$ cat config.mk
export PLATFORM = sky130hd
export DESIGN_NAME = ecfi_top
export DESIGN_NICKNAME = d
export VERILOG_FILES = /design/src/pkg/ecfi_pkg.sv /design/src/logic/ecfi_top.sv /design/src/logic/ecfi_rst_sync.sv
export SDC_FILE = /design/constraint.sdc
export NUM_CORES = 1
export LEC_CHECK = 0
export BUFFER_PORTS_ARGS = -buffer_cell sky130_fd_sc_hd__clkbuf_2
export CAP_MARGIN = 20
export CORE_ASPECT_RATIO = 0.5
export CORE_MARGIN = 3
export CORE_UTILIZATION = 42
export DETAILED_ROUTE_END_ITERATION = 16
export GPL_ROUTABILITY_DRIVEN = 0
export PLACE_DENSITY_LB_ADDON = 0.08
export SETUP_SLACK_MARGIN = 0.3
export SYNTH_ARGS = -nofsm -noshare
export SYNTH_HDL_FRONTEND = slang
export SYNTH_SLANG_ARGS = --single-unit
$ cat constraint.sdc
create_clock -name core_clk -period 2.4 [get_ports core_clk]
set_clock_uncertainty 0.05 [all_clocks]
set_input_delay 0.36 -clock core_clk [delete_from_list [all_inputs] [get_ports core_clk]]
set_output_delay 0.36 -clock core_clk [all_outputs]
set_load 0.02 [all_outputs]
$ cat src/pkg/ecfi_pkg.sv
`default_nettype none
package ecfi_pkg;
	localparam int          ADDR_W        = 12;
	localparam int          WORD_W        = 32;
	localparam int          N_WORDS       = 4;
	localparam int          UE_FLAG_BIT   = 0;
	localparam int          DW_32         = 32;
	localparam int          DW_64         = 64;
	localparam int          DW_128        = 128;
	localparam int          CHK_W_32      = 7;
	localparam int          CHK_W_64      = 8;
	localparam int          CHK_W_128     = 9;
	localparam logic [11:0] OFS_STATUS    = 12'h000;
	localparam logic [11:0] OFS_UE_DATA0  = 12'h200;
	localparam logic [11:0] OFS_FI_DATA0  = 12'h300;
	localparam logic [11:0] OFS_FI_CHECK  = 12'h380;
	localparam logic [11:0] WORD_STRIDE   = 12'h004;
	localparam logic [31:0] RESET_WORD    = 32'h0000_0000;

	typedef enum logic [1:0] {
		CAP_ARMED = 2'b01,
		CAP_HELD  = 2'b10
	} ecfi_cap_t;

	function automatic int ecfi_check_width(input int dw);
		if (dw == DW_32) begin
			return CHK_W_32;
		end else if (dw == DW_64) begin
			return CHK_W_64;
		end
		return CHK_W_128;
	endfunction : ecfi_check_width
endpackage : ecfi_pkg
`default_nettype wire

$ cat src/logic/ecfi_top.sv
`timescale 1ns/10ps
`default_nettype none
module ecfi_top
	import ecfi_pkg::*;
#(
	parameter int DATA_WIDTH      = 32,
	parameter bit ECC_EN          = 1'b1,
	parameter bit FAULT_INJECT_EN = 1'b1,
	parameter bit UPPER_CAPTURE   = 1'b0,
	localparam int CHK_W          = ecfi_check_width(DATA_WIDTH)
) (
	input  wire logic                  core_clk,
	input  wire logic                  nrst,
	input  wire logic                  ce,
	input  wire logic                  ctrl_wr,
	input  wire logic                  ctrl_rd,
	input  wire logic [ADDR_W-1:0]     ctrl_addr,
	input  wire logic [WORD_W-1:0]     ctrl_wdata,
	output logic      [WORD_W-1:0]     ctrl_rdata,
	output logic                       ctrl_rvalid,
	input  wire logic                  ue_event,
	input  wire logic [DATA_WIDTH-1:0] ue_data,
	input  wire logic                  mem_wr_valid,
	input  wire logic [DATA_WIDTH-1:0] mem_wr_data,
	input  wire logic [CHK_W-1:0]      mem_wr_check,
	output logic                       mem_out_valid,
	output logic      [DATA_WIDTH-1:0] mem_out_data,
	output logic      [CHK_W-1:0]      mem_out_check,
	output logic                       uncorrectable_error_flag
);
	localparam int DWORDS  = DATA_WIDTH / WORD_W;
	localparam bit FI_ON   = FAULT_INJECT_EN && ECC_EN;

	if (DATA_WIDTH != DW_32 && DATA_WIDTH != DW_64 && DATA_WIDTH != DW_128) begin : g_bad_dw
		$error("Data width must be 32, 64 or 128");
	end

	if (DWORDS > N_WORDS || CHK_W > WORD_W) begin : g_bad_words
		$error("Data width exceeds the register words");
	end

	logic rst_n;

	ecfi_rst_sync u_rst_sync (
		.core_clk   (core_clk),
		.nrst       (nrst),
		.rst_n_sync (rst_n)
	);

	// Status flag and capture arming
	ecfi_cap_t cap_state_q;
	ecfi_cap_t cap_state_d;
	logic      clr_ue;
	logic      capture;

	assign clr_ue = ctrl_wr && ctrl_addr == OFS_STATUS && ctrl_wdata[UE_FLAG_BIT];

	always_comb begin
		capture     = 1'b0;
		cap_state_d = cap_state_q;
		case (cap_state_q)
			CAP_ARMED: begin
				if (ue_event) begin
					capture     = 1'b1;
					cap_state_d = CAP_HELD;
				end
			end
			CAP_HELD: begin
				if (clr_ue) begin
					// New error in the clearing cycle wins
					capture     = ue_event;
					cap_state_d = ue_event ? CAP_HELD : CAP_ARMED;
				end
			end
			default: begin
				cap_state_d = CAP_ARMED;
			end
		endcase
	end

	always_ff @(posedge core_clk or negedge rst_n) begin
		if (!rst_n) begin
			cap_state_q <= CAP_ARMED;
		end else if (ce) begin
			cap_state_q <= cap_state_d;
		end
	end

	assign uncorrectable_error_flag = cap_state_q == CAP_HELD;

	// Set by the first capture, for the zero-until-capture check
	logic captured_q;
	logic captured_d;

	always_comb begin
		captured_d = captured_q | capture;
	end

	always_ff @(posedge core_clk or negedge rst_n) begin
		if (!rst_n) begin
			captured_q <= 1'b0;
		end else if (ce) begin
			captured_q <= captured_d;
		end
	end

	// Per-word capture and data injection registers
	logic [WORD_W-1:0]     cap_q [N_WORDS];
	logic [WORD_W-1:0]     fi_q  [N_WORDS];
	logic [WORD_W-1:0]     cap_rd[N_WORDS];
	logic [DATA_WIDTH-1:0] fi_vec;

	for (genvar w = 0; w < N_WORDS; w++) begin : g_word
		localparam logic [ADDR_W-1:0] UE_ADR = OFS_UE_DATA0 + WORD_STRIDE * ADDR_W'(w);
		localparam logic [ADDR_W-1:0] FI_ADR = OFS_FI_DATA0 + WORD_STRIDE * ADDR_W'(w);
		// Word 0 capture unused; upper words held back this release
		localparam bit CAP_ON = ECC_EN && w >= 1 && w < DWORDS && (w == 1 || UPPER_CAPTURE);
		localparam bit FIW_ON = FI_ON && w < DWORDS;
		logic [WORD_W-1:0] cap_d;
		logic [WORD_W-1:0] fi_d;

		always_comb begin
			cap_d = cap_q[w];
			if (CAP_ON && capture) begin
				cap_d = ue_data[w*WORD_W +: WORD_W];
			end
		end

		always_comb begin
			fi_d = fi_q[w];
			if (FIW_ON && mem_wr_valid) begin
				fi_d = RESET_WORD;
			end
			if (FIW_ON && ctrl_wr && ctrl_addr == FI_ADR) begin
				fi_d = ctrl_wdata;
			end
		end

		always_ff @(posedge core_clk or negedge rst_n) begin
			if (!rst_n) begin
				cap_q[w] <= RESET_WORD;
				fi_q[w]  <= RESET_WORD;
			end else if (ce) begin
				cap_q[w] <= cap_d;
				fi_q[w]  <= fi_d;
			end
		end

		assign cap_rd[w] = ctrl_addr == UE_ADR ? cap_q[w] : RESET_WORD;

		if (w < DWORDS) begin : g_fi
			assign fi_vec[w*WORD_W +: WORD_W] = fi_q[w];
		end
	end

	// Check-bit injection register
	logic [CHK_W-1:0] fi_chk_q;
	logic [CHK_W-1:0] fi_chk_d;

	always_comb begin
		fi_chk_d = fi_chk_q;
		if (FI_ON && mem_wr_valid) begin
			fi_chk_d = '0;
		end
		if (FI_ON && ctrl_wr && ctrl_addr == OFS_FI_CHECK) begin
			fi_chk_d = ctrl_wdata[CHK_W-1:0];
		end
	end

	always_ff @(posedge core_clk or negedge rst_n) begin
		if (!rst_n) begin
			fi_chk_q <= '0;
		end else if (ce) begin
			fi_chk_q <= fi_chk_d;
		end
	end

	// Write path: check bits come from clean data upstream
	logic                  out_valid_d;
	logic [DATA_WIDTH-1:0] out_data_d;
	logic [CHK_W-1:0]      out_check_d;

	always_comb begin
		out_valid_d = mem_wr_valid;
		out_data_d  = mem_out_data;
		out_check_d = mem_out_check;
		if (mem_wr_valid) begin
			out_data_d  = mem_wr_data ^ fi_vec;
			out_check_d = mem_wr_check ^ fi_chk_q;
		end
	end

	always_ff @(posedge core_clk or negedge rst_n) begin
		if (!rst_n) begin
			mem_out_valid <= 1'b0;
			mem_out_data  <= '0;
			mem_out_check <= '0;
		end else if (ce) begin
			mem_out_valid <= out_valid_d;
			mem_out_data  <= out_data_d;
			mem_out_check <= out_check_d;
		end
	end

	// Register read port
	logic [WORD_W-1:0] rdata_d;
	logic [WORD_W-1:0] rdata_hold_d;
	logic              rvalid_d;

	always_comb begin
		rdata_d = RESET_WORD;
		if (ctrl_addr == OFS_STATUS) begin
			rdata_d[UE_FLAG_BIT] = uncorrectable_error_flag;
		end
		for (int i = 0; i < N_WORDS; i++) begin
			rdata_d = rdata_d | cap_rd[i];
		end
		// Read data stands until the next read
		rdata_hold_d = ctrl_rd ? rdata_d : ctrl_rdata;
		rvalid_d     = ctrl_rd;
	end

	always_ff @(posedge core_clk or negedge rst_n) begin
		if (!rst_n) begin
			ctrl_rdata  <= RESET_WORD;
			ctrl_rvalid <= 1'b0;
		end else if (ce) begin
			ctrl_rdata  <= rdata_hold_d;
			ctrl_rvalid <= rvalid_d;
		end
	end

	// Checks
	AST_FLAG_SET: assert property (@(posedge core_clk) disable iff (!rst_n)
		ce && ue_event |=> uncorrectable_error_flag)
		else $error("flag not set after error");

	AST_FLAG_KEEP: assert property (@(posedge core_clk) disable iff (!rst_n)
		uncorrectable_error_flag && !(ce && clr_ue) |=> uncorrectable_error_flag)
		else $error("flag dropped without clear");

	AST_FLAG_CLEAR: assert property (@(posedge core_clk) disable iff (!rst_n)
		ce && clr_ue && !ue_event |=> !uncorrectable_error_flag)
		else $error("flag not cleared by write of one");

	AST_ZERO_UNTIL_CAPTURE: assert property (@(posedge core_clk) disable iff (!rst_n)
		!captured_q |-> !uncorrectable_error_flag && cap_q[1] == RESET_WORD
		&& cap_q[2] == RESET_WORD && cap_q[3] == RESET_WORD)
		else $error("capture word nonzero before any error");

	AST_HOLD_WORD: assert property (@(posedge core_clk) disable iff (!rst_n)
		uncorrectable_error_flag && !clr_ue |=> $stable(cap_q[1]))
		else $error("captured word changed while held");

	if (DWORDS > 1 && ECC_EN) begin : g_ast_cap
		AST_CAPTURE: assert property (@(posedge core_clk) disable iff (!rst_n)
			ce && ue_event && !uncorrectable_error_flag
			|=> cap_q[1] == $past(ue_data[2*WORD_W-1:WORD_W]))
			else $error("upper data word not captured");

		AST_REARM: assert property (@(posedge core_clk) disable iff (!rst_n)
			ce && ue_event && clr_ue |=> uncorrectable_error_flag
			&& cap_q[1] == $past(ue_data[2*WORD_W-1:WORD_W]))
			else $error("error in clearing cycle not captured");

		AST_WORD1_READ: assert property (@(posedge core_clk) disable iff (!rst_n)
			ce && ctrl_rd && ctrl_addr == OFS_UE_DATA0 + WORD_STRIDE
			|=> ctrl_rdata == $past(cap_q[1]))
			else $error("captured word read wrong");
	end

	if (!UPPER_CAPTURE) begin : g_ast_upper
		AST_UPPER_UNUSED: assert property (@(posedge core_clk) disable iff (!rst_n)
			ce && ctrl_rd && ctrl_addr[ADDR_W-1:4] == OFS_UE_DATA0[ADDR_W-1:4] && ctrl_addr[3]
			|=> ctrl_rdata == RESET_WORD)
			else $error("unused upper capture word read not zero");
	end

	if (FI_ON) begin : g_ast_fi
		AST_FI_LOAD: assert property (@(posedge core_clk) disable iff (!rst_n)
			ce && ctrl_wr && ctrl_addr == OFS_FI_DATA0 |=> fi_q[0] == $past(ctrl_wdata))
			else $error("data injection word not loaded");

		AST_CHK_LOAD: assert property (@(posedge core_clk) disable iff (!rst_n)
			ce && ctrl_wr && ctrl_addr == OFS_FI_CHECK
			|=> fi_chk_q == $past(ctrl_wdata[CHK_W-1:0]))
			else $error("check injection field not loaded");
	end else begin : g_ast_nofi
		AST_FI_ABSENT: assert property (@(posedge core_clk) disable iff (!rst_n)
			fi_vec == '0 && fi_chk_q == '0)
			else $error("injection active without both options");
	end

	AST_DATA_FLIP: assert property (@(posedge core_clk) disable iff (!rst_n)
		ce && mem_wr_valid |=> mem_out_valid && mem_out_data == $past(mem_wr_data ^ fi_vec))
		else $error("data injection not applied");

	AST_CHECK_FLIP: assert property (@(posedge core_clk) disable iff (!rst_n)
		ce && mem_wr_valid |=> mem_out_check == $past(mem_wr_check ^ fi_chk_q))
		else $error("check injection not applied");

	AST_SELF_CLEAR: assert property (@(posedge core_clk) disable iff (!rst_n)
		ce && mem_wr_valid && !ctrl_wr ##1 !ctrl_wr [*2] |-> fi_vec == '0 && fi_chk_q == '0)
		else $error("injection not cleared after write");

	AST_FI_READ_ZERO: assert property (@(posedge core_clk) disable iff (!rst_n)
		ce && ctrl_rd && ctrl_addr >= OFS_FI_DATA0 |=> ctrl_rvalid && ctrl_rdata == RESET_WORD)
		else $error("injection register read not zero");

	AST_WORD0_ZERO: assert property (@(posedge core_clk) disable iff (!rst_n)
		ce && ctrl_rd && ctrl_addr == OFS_UE_DATA0 |=> ctrl_rdata == RESET_WORD)
		else $error("unused word read not zero");

	AST_STATUS_READ: assert property (@(posedge core_clk) disable iff (!rst_n)
		ce && ctrl_rd && ctrl_addr == OFS_STATUS
		|=> ctrl_rdata == {{(WORD_W-1){1'b0}}, $past(uncorrectable_error_flag)})
		else $error("status read wrong");

	AST_RVALID_PULSE: assert property (@(posedge core_clk) disable iff (!rst_n)
		ce |=> ctrl_rvalid == $past(ctrl_rd))
		else $error("read valid not one cycle after read");

	AST_MISALIGNED_ZERO: assert property (@(posedge core_clk) disable iff (!rst_n)
		ce && ctrl_rd && ctrl_addr[1:0] != 2'h0 |=> ctrl_rdata == RESET_WORD)
		else $error("reserved location read not zero");

	AST_VALID_DROP: assert property (@(posedge core_clk) disable iff (!rst_n)
		ce && !mem_wr_valid |=> !mem_out_valid)
		else $error("memory write valid without a write");
endmodule : ecfi_top
`default_nettype wire

$ cat src/logic/ecfi_rst_sync.sv
`timescale 1ns/10ps
`default_nettype none
module ecfi_rst_sync (
	input  wire logic core_clk,
	input  wire logic nrst,
	output logic      rst_n_sync
);
	logic [1:0] sync_q;

	always_ff @(posedge core_clk or negedge nrst) begin
		if (!nrst) begin
			sync_q <= 2'b00;
		end else begin
			sync_q <= {sync_q[0], 1'b1};
		end
	end

	assign rst_n_sync = sync_q[1];
endmodule : ecfi_rst_sync
`default_nettype wire

==> results of run 1 <==
==> per-layer routing <==
metal,GRT usage (%),share of wire (%),wire (um),up-vias
met5,0,0,0,-
met4,2.81,0.55,44,0
met3,5.82,8.3,662,7
met2,24.7,46,3710,94
met1,18.1,45,3580,1316
li1,-,-,-,1471
==> registers in the layout, indices dropped and copies added (netlist names) <==
register           flops
ctrl_rvalid            1
mem_out_valid          1
u_rst_sync.sync_q      2
mem_out_check          7
cap_state_q            2
ctrl_rdata             1
mem_out_data          32
fi_chk_q               7
fi_vec                32
==> layout make-up <==
cell class | count | share of cell area, %
sequential | 85 | 41.4
clock inverter | 6 | 2.60
inverter | 36 | 2.62
clock buffer | 10 | 4.64
tap | 130 | 3.16
multi-input combinational | 262 | 31.4
timing repair buffer | 138 | 14.2
==> where the power goes <==
part	internal (mW)	total, mW	switching [mW]
combinational	0.228	0.595	0.367
clock	1.15	1.69	0.540
sequential	1.54	1.62	0.0724
total	2.92	3.90	0.980
==> what timing repair did <==
action,in CTS,in global routing
buffers inserted,0,0
hold buffers,1,0
hold endpoints to repair,2,0
==> path summary, 6_finish.rpt <==
check                           slack (ns)                            from  cells past startpoint                          end
worst max-delay path                  0.59      cap_state_q[0]$_DFFE_PN1P_                      3     uncorrectable_error_flag
worst min-delay path                  0.19                   ctrl_wdata[7]                      3        fi_vec[7]$_DFFE_PN0P_
worst max register to register        0.80      cap_state_q[0]$_DFFE_PN1P_                      4   cap_state_q[1]$_DFFE_PN0P_
worst min register to register        0.28  u_rst_sync.sync_q[1]$_DFF_PN0_                      0  mem_out_data[2]$_DFFE_PN0P_
max in group asynchronous             1.41  u_rst_sync.sync_q[1]$_DFF_PN0_                      1        fi_vec[1]$_DFFE_PN0P_
min in group asynchronous             0.28  u_rst_sync.sync_q[1]$_DFF_PN0_                      0  mem_out_data[2]$_DFFE_PN0P_
==> Yosys cell counts, types with 2 or more instances <==
cell                        n  area share (%)
sky130_fd_sc_hd__buf_1      2            0.18
sky130_fd_sc_hd__dfrtp_1   84              51
sky130_fd_sc_hd__nand2_1   82             7.4
sky130_fd_sc_hd__o21ai_0   42             5.1
sky130_fd_sc_hd__inv_1     36             3.3
sky130_fd_sc_hd__buf_2      2            0.24
sky130_fd_sc_hd__nand4_1    3            0.45
sky130_fd_sc_hd__xnor2_1   39             8.3
sky130_fd_sc_hd__a21oi_1    2            0.24
sky130_fd_sc_hd__mux2i_1   40             9.7
sky130_fd_sc_hd__conb_1     2            0.18
sky130_fd_sc_hd__clkbuf_8   3             1.0
sky130_fd_sc_hd__buf_4     31             5.6
sky130_fd_sc_hd__nand4b_1   2            0.42
sky130_fd_sc_hd__clkbuf_1   5            0.45
sky130_fd_sc_hd__nor2_1     3            0.27
sky130_fd_sc_hd__ha_1       2            0.60
sky130_fd_sc_hd__buf_12     3             1.5
==> metrics by stage <==
step / utilization, % / hold slack (ns) / power (mW) / setup WS, ns
floorplan: - / 0.0144 / 2.05 / 0.825
global placement: 52.2 / 0.0986 / 2.24 / 0.568
detailed placement: 52.2 / 0.100 / 2.24 / 0.538
CTS: 56.4 / 0.183 / 3.96 / 0.584
global route: 56.4 / 0.185 / 4.09 / 0.519
finish: 56.4 / 0.192 / 3.90 / 0.589
==> cells by family after synthesis <==
kind of cell | share of synthesized area (%)
and+or+nand+nor | 11.9
DFF | 51.4
buffers and inverters | 12.5
AOI/OAI and AO/OA | 5.47
muxes | 9.67
xor gates and xnor gates | 8.25
adders and majority gates | 0.604
other | 0.181
==> cell usage in the layout (no fill, tap or decap) <==
master                          count
sky130_fd_sc_hd__dfrtp_4            1
sky130_fd_sc_hd__clkbuf_16          9
sky130_fd_sc_hd__nor4_4             1
sky130_fd_sc_hd__nand4_4            1
sky130_fd_sc_hd__buf_12             2
sky130_fd_sc_hd__nor3b_1            1
sky130_fd_sc_hd__nand3_1            1
sky130_fd_sc_hd__and4_2             1
sky130_fd_sc_hd__xnor2_1           39
sky130_fd_sc_hd__clkbuf_2         132
sky130_fd_sc_hd__or3b_1             1
sky130_fd_sc_hd__nand4b_1           2
sky130_fd_sc_hd__nor2_4             1
sky130_fd_sc_hd__inv_1             36
sky130_fd_sc_hd__nor3_1             1
sky130_fd_sc_hd__or3b_2             1
sky130_fd_sc_hd__or3_1              1
sky130_fd_sc_hd__buf_4              3
sky130_fd_sc_hd__a21oi_1            2
sky130_fd_sc_hd__nand2_4            1
sky130_fd_sc_hd__and2_2             1
sky130_fd_sc_hd__conb_1            32
sky130_fd_sc_hd__dfrtp_1           83
sky130_fd_sc_hd__nand4_1            3
sky130_fd_sc_hd__dlygate4sd3_1      1
sky130_fd_sc_hd__ha_1               2
sky130_fd_sc_hd__clkinv_2           1
sky130_fd_sc_hd__nor4bb_1           1
sky130_fd_sc_hd__nor2_1             3
sky130_fd_sc_hd__dfstp_2            1
sky130_fd_sc_hd__o21ai_0           42
sky130_fd_sc_hd__nand2b_1           1
sky130_fd_sc_hd__clkbuf_8           1
sky130_fd_sc_hd__nand2_1           81
sky130_fd_sc_hd__nor3_2             1
sky130_fd_sc_hd__bufinv_16          4
sky130_fd_sc_hd__clkinv_4           1
sky130_fd_sc_hd__a31oi_1            1
sky130_fd_sc_hd__mux2i_1           40
==> worst reg2reg max path, stage by stage (launching register included) <==
cell                      delay, ns
sky130_fd_sc_hd__dfstp_2       0.54
sky130_fd_sc_hd__inv_1         0.05
sky130_fd_sc_hd__ha_1          0.29
sky130_fd_sc_hd__a31oi_1       0.20
sky130_fd_sc_hd__or3b_1        0.35
==> impl_summary.txt, run 1 <==
----------------------------------------------------
[Run status]
  Status ... complete, no violations

[Route]
  Post-route ant nets ... 0
  Via Count ... 2888
  Drt initial violations ... 91
  Detailed Routing Iterations Pass 1 ... 4
  Drt wl/cell ... 12.0 um
  WL final ... about 8000 um
  Drt drc ... 0
  Detail-routed via count per cell ... around 4.3

[Finish]
  Multi-input gate area in the final layout ... 0.00162 mm^2
  Number of cells in the finished layout apart from fillers ... 667
  Area of all placed cells without fillers ... slightly above 0.005 mm^2
  Fraction of layout instances using a drive strength above 1 ... 30.4%
  Net count reported at finish ... approximately 660
  Area growth, synth to finish ... 24.5%
  Antenna fix cells ... 0
  Footprint of the flip-flops and latches ... between 0.002 and 0.0025 mm^2
  Filler instances ... approximately 860

[Critical path]
  Largest fanout on the critical path ... 7
  CP max-delay cell ... sky130_fd_sc_hd__dfstp_2
  CP cell instances ... inv_1 -> ha_1 -> clkbuf_2
  Crit-path leading delay family ... flip-flops
  Signal arrival time at the worst endpoint ... 1.40 ns
  Worst setup path category ... reg2out
  Crit-path max cell delay ... 0.54 ns
  Critical Path Start Type ... register
  Count of buffer and inverter cells on the critical path ... 2
  Worst setup EP type ... output pin
  WP data required ... 1.99 ns

[STA]
  Maximum clock frequency ... between 500 and 600 MHz
  Tightest Pin Transition ... around 0.56 ns
  Relative slew margins ... a little over three fifths
  Final Max Slew Viols ... 0
  Final sum of negative setup slack ... 0 ns
  Final hold violation count ... 0
  RSZ-0062 raised after global routing ... false
  Setup-violating endpoint count in the final report ... 0
  Clock period minus final worst setup slack ... 1.81 ns
  Tcrit/Tclk final ... 75.4%

[Clock network]
  Clock Root Buffer ... sky130_fd_sc_hd__clkbuf_16
  Maximum buffer depth of the clock tree ... 2
  Worst skew pair latency ... roughly 0.33 ns
  Number of gates resized after CTS ... 0
  TritonCTS clock tree ... done
  Maximum level of the CTS H-tree ... 3
  CTS clk-pin slew, worst paths ... approximately 0.06 ns
  Number of buffers created by CTS ... 9
  Clock sinks ... 85

[Logic synthesis]
  Synthesis-stage register bit count ... 85
  Synth warnings ... 0
  Synth Instances ... 400
  Number of distinct standard cells referenced by the synthesized netlist ... 35
  Portion of the post-synthesis area used by sequential elements ... 51.4%
  Avg Synthesized Cell Area ... between 10 and 15 um^2
  Count of flip-flops with a built-in enable after synthesis ... 0
  Most used flip-flop cell after synthesis ... sky130_fd_sc_hd__dfrtp_1
  Async set-or-reset flop fraction in the synthesized netlist ... 100%
  Post-synthesis instance area ... 0.00414 mm^2

[Floorplan]
  Horizontal die dimension ... approximately 150 um
  Die outline height ... 76.2 um
  Ports ... 196
  Area of the die ... 0.0112 mm^2
  Starting density of the core ... 45.3%
  Standard cell core area ... 0.00913 mm^2
  Number of placement rows ... 24

[Flow run]
  Max Cap Violations ... 0

[Pwr]
  Worst supply voltage drop on vdd ... 0.444 mV
  Lkg Pwr ... 2.65 nW
  Power density over the cells ... 757 mW/mm^2

[Place]
  # placed instances ... 650
  Cell Area, Placed ... 0.00477 mm^2
  Detailed-placement wirelength estimate ... 6030 um
  Port Buf Inserts ... 132

[GRT]
  Number of global-route vias before repair ... 2893
  Final global-route overflow total ... 0
  Antenna violations before repair ... 0
  Wire length of the first global-routing pass ... 13500 um
  Pin count of the biggest net entering global routing ... 51
  Overall fraction of global-route tracks in use ... between 10% and 20%

[Hold path]
  Tightest Hold Check Type ... in2reg

----------------------------------------------------
(Power assumes the default switching activity.)
==> inputs of run 2 (changes only) <==
CORE_UTILIZATION = 47   (was 42)
clock period = 1.7 ns   (was 2.4 ns; I/O delays follow)
==> impl_summary.txt, run 2 (synthesis results as in run 1) <==
----------------------------------------------------
[Run status]
  Status ... complete, no violations

[Finish]
  Net count reported at finish ... 664 (+1.2%)
  Final Core Density ... 63.1% (+6.7 points)
  Area growth, synth to finish ... 26.4%
  Area of all placed cells without fillers ... 0.00523 mm^2 (+1.5%)
  Fraction of layout instances using a drive strength above 1 ... 31.8% (+1.4 points)
  Multi-input gate area in the final layout ... 0.00165 mm^2 (+2.1%)
  Most frequent standard cell in the layout excluding fill and tap cells ... sky130_fd_sc_hd__clkbuf_2
  Antenna fix cells ... 0 (unchanged)
  Filler instances ... 732 (-14%)
  Most frequent cells in the layout ... sky130_fd_sc_hd__clkbuf_2 (131), sky130_fd_sc_hd__dfrtp_1 (82), sky130_fd_sc_hd__nand2_1 (81)
  Footprint of the flip-flops and latches ... 0.00213 mm^2 (about the same)

[Place]
  Detailed-placement wirelength estimate ... 6160 um (+2.1%)
  Cell Area, Placed ... 0.00487 mm^2 (+2.2%)
  Port Buf Inserts ... 132 (unchanged)

[STA]
  Setup-violating endpoint count in the final report ... 0 (unchanged)
  Final sum of negative setup slack ... 0 ns (unchanged)
  Clock period minus final worst setup slack ... 1.54 ns
  Maximum clock frequency ... 649 MHz
  RSZ-0062 raised after global routing ... true
  Final hold violation count ... 0 (unchanged)
  Tcrit/Tclk final ... 90.6%
  Final Max Slew Viols ... 0 (unchanged)

[GRT]
  Pin count of the biggest net entering global routing ... 38 (-25%)
  Number of global-route vias before repair ... 2910 (+0.59%)
  Wire length of the first global-routing pass ... 13800 um (+1.9%)
  Antenna violations before repair ... 0 (unchanged)
  Overall fraction of global-route tracks in use ... 17.2% (+2.5 points)
  Final global-route overflow total ... 0 (unchanged)

[Clock network]
  Worst skew pair latency ... 0.33 ns (about the same)
  Clock Root Buffer ... sky130_fd_sc_hd__clkbuf_16
  Clock sinks ... 85 (unchanged)
  Maximum buffer depth of the clock tree ... 2 (unchanged)
  Maximum level of the CTS H-tree ... 3 (unchanged)
  CTS clk-pin slew, worst paths ... 0.06 ns (about the same)
  Number of buffers created by CTS ... 9 (unchanged)
  TritonCTS clock tree ... done

[Floorplan]
  Starting density of the core ... 49.9% (+4.6 points)
  Area of the die ... 0.0100 mm^2 (-10%)
  Ports ... 196 (unchanged)
  Horizontal die dimension ... 139 um (-5.2%)
  Number of placement rows ... 23 (-4.2%)
  Standard cell core area ... 0.00829 mm^2 (-9.2%)
  Die outline height ... 72.4 um (-5.0%)

[Critical path]
  WP data required ... 1.39 ns (-0.60 ns)
  Worst setup EP type ... output pin
  Largest fanout on the critical path ... 7 (unchanged)
  Worst setup path category ... reg2out
  Signal arrival time at the worst endpoint ... 1.23 ns (-0.17 ns)
  Critical Path Start Type ... register

[Pwr]
  Worst supply voltage drop on vdd ... 0.573 mV (+29%)
  Lkg Pwr ... 2.68 nW (+1.1%)
  Power density over the cells ... 1010 mW/mm^2 (+34%)

[Flow run]
  Max Cap Violations ... 0 (unchanged)

[Route]
  Via Count ... 2891 (+0.10%)
  Detailed Routing Iterations Pass 1 ... 4 (unchanged)
  Drt drc ... 0 (unchanged)
  WL final ... 8100 um (+1.3%)
  Drt initial violations ... 100 (+9.9%)
  Detail-routed via count per cell ... 4.41 (+1.8%)
  Post-route ant nets ... 0 (unchanged)
  Drt wl/cell ... 12.3 um (+3.0%)

[Hold path]
  Tightest Hold Check Type ... in2reg

----------------------------------------------------
## run 2: cell types whose count changed in the layout (fill, tap and decap cells not counted), moves of 2 or more
cell,change
sky130_fd_sc_hd__inv_2,+2
sky130_fd_sc_hd__inv_1,-2
sky130_fd_sc_hd__ha_4,+2
sky130_fd_sc_hd__clkbuf_1,+2
sky130_fd_sc_hd__buf_4,+3
sky130_fd_sc_hd__bufinv_16,-2
sky130_fd_sc_hd__ha_1,-2
sky130_fd_sc_hd__buf_12,+5
## run 2: final timing paths
check / cells after the start / startpoint / end / slack [ns]
min in group asynchronous: 2 / nrst / u_rst_sync.sync_q[1]$_DFF_PN0_ / 0.19
max in group asynchronous: 1 / u_rst_sync.sync_q[1]$_DFF_PN0_ / cap_state_q[0]$_DFFE_PN1P_ / 0.85
setup reg to reg: 5 / cap_state_q[0]$_DFFE_PN1P_ / cap_state_q[1]$_DFFE_PN0P_ / 0.18
hold reg to reg: 0 / u_rst_sync.sync_q[1]$_DFF_PN0_ / ctrl_rvalid$_DFFE_PN0P_ / 0.20
setup / recovery: 3 / cap_state_q[0]$_DFFE_PN1P_ / uncorrectable_error_flag / 0.16
hold / removal: 3 / ctrl_wdata[23] / fi_vec[23]$_DFFE_PN0P_ / 0.08
## run 2: power breakdown
| group | leakage [nW] | internal [mW] | switching, mW |
|---|---|---|---|
| combinational | 1.42 | 0.418 | 0.570 |
| clock | 0.150 | 1.28 | 0.752 |
| sequential | 1.11 | 2.18 | 0.101 |
| total | 2.68 | 3.88 | 1.42 |
## run 2: what timing repair did
action,in CTS,in global routing
buffers inserted,1,1
hold endpoints to repair,2,0
resized for setup,6,2
hold buffers,1,0
endpoints found under the setup margin,3,4
pin swaps,5,2
## run 2: cell type report
type                       count  share of cell area, %
clock inverter                 4                   1.41
multi-input combinational    262                   31.5
timing repair buffer         146                   16.6
sequential                    85                   40.8
tap                          112                   2.68
clock buffer                  11                   4.45
inverter                      36                   2.58
## run 2: metrics by stage
step / hold slack, ns / worst slack, ns / power [mW] / cells
global placement: -0.00655 / 0.0496 / 3.21 / 638
detailed placement: -0.00618 / 0.0346 / 3.22 / 638
CTS: 0.0694 / 0.137 / 5.33 / 655
global route: 0.0771 / 0.121 / 5.57 / 656
finish: 0.0793 / 0.160 / 5.30 / 656
floorplan: -0.0906 / 0.227 / 2.92 / 430
## run 2: worst max-delay path: stages (launching register included)
cell and delay, ns:
sky130_fd_sc_hd__dfstp_2 0.54, sky130_fd_sc_hd__inv_2 0.05, sky130_fd_sc_hd__ha_4 0.18, sky130_fd_sc_hd__buf_8 0.13
## run 2: per-layer routing
metal | up-vias | track usage, % | routed length (um)
li1 | 1491 | - | -
met1 | 1288 | 21.5 | 3560
met4 | 0 | 4.01 | 85
met5 | - | 0 | 0
met2 | 103 | 28.1 | 3710
met3 | 9 | 7.37 | 733
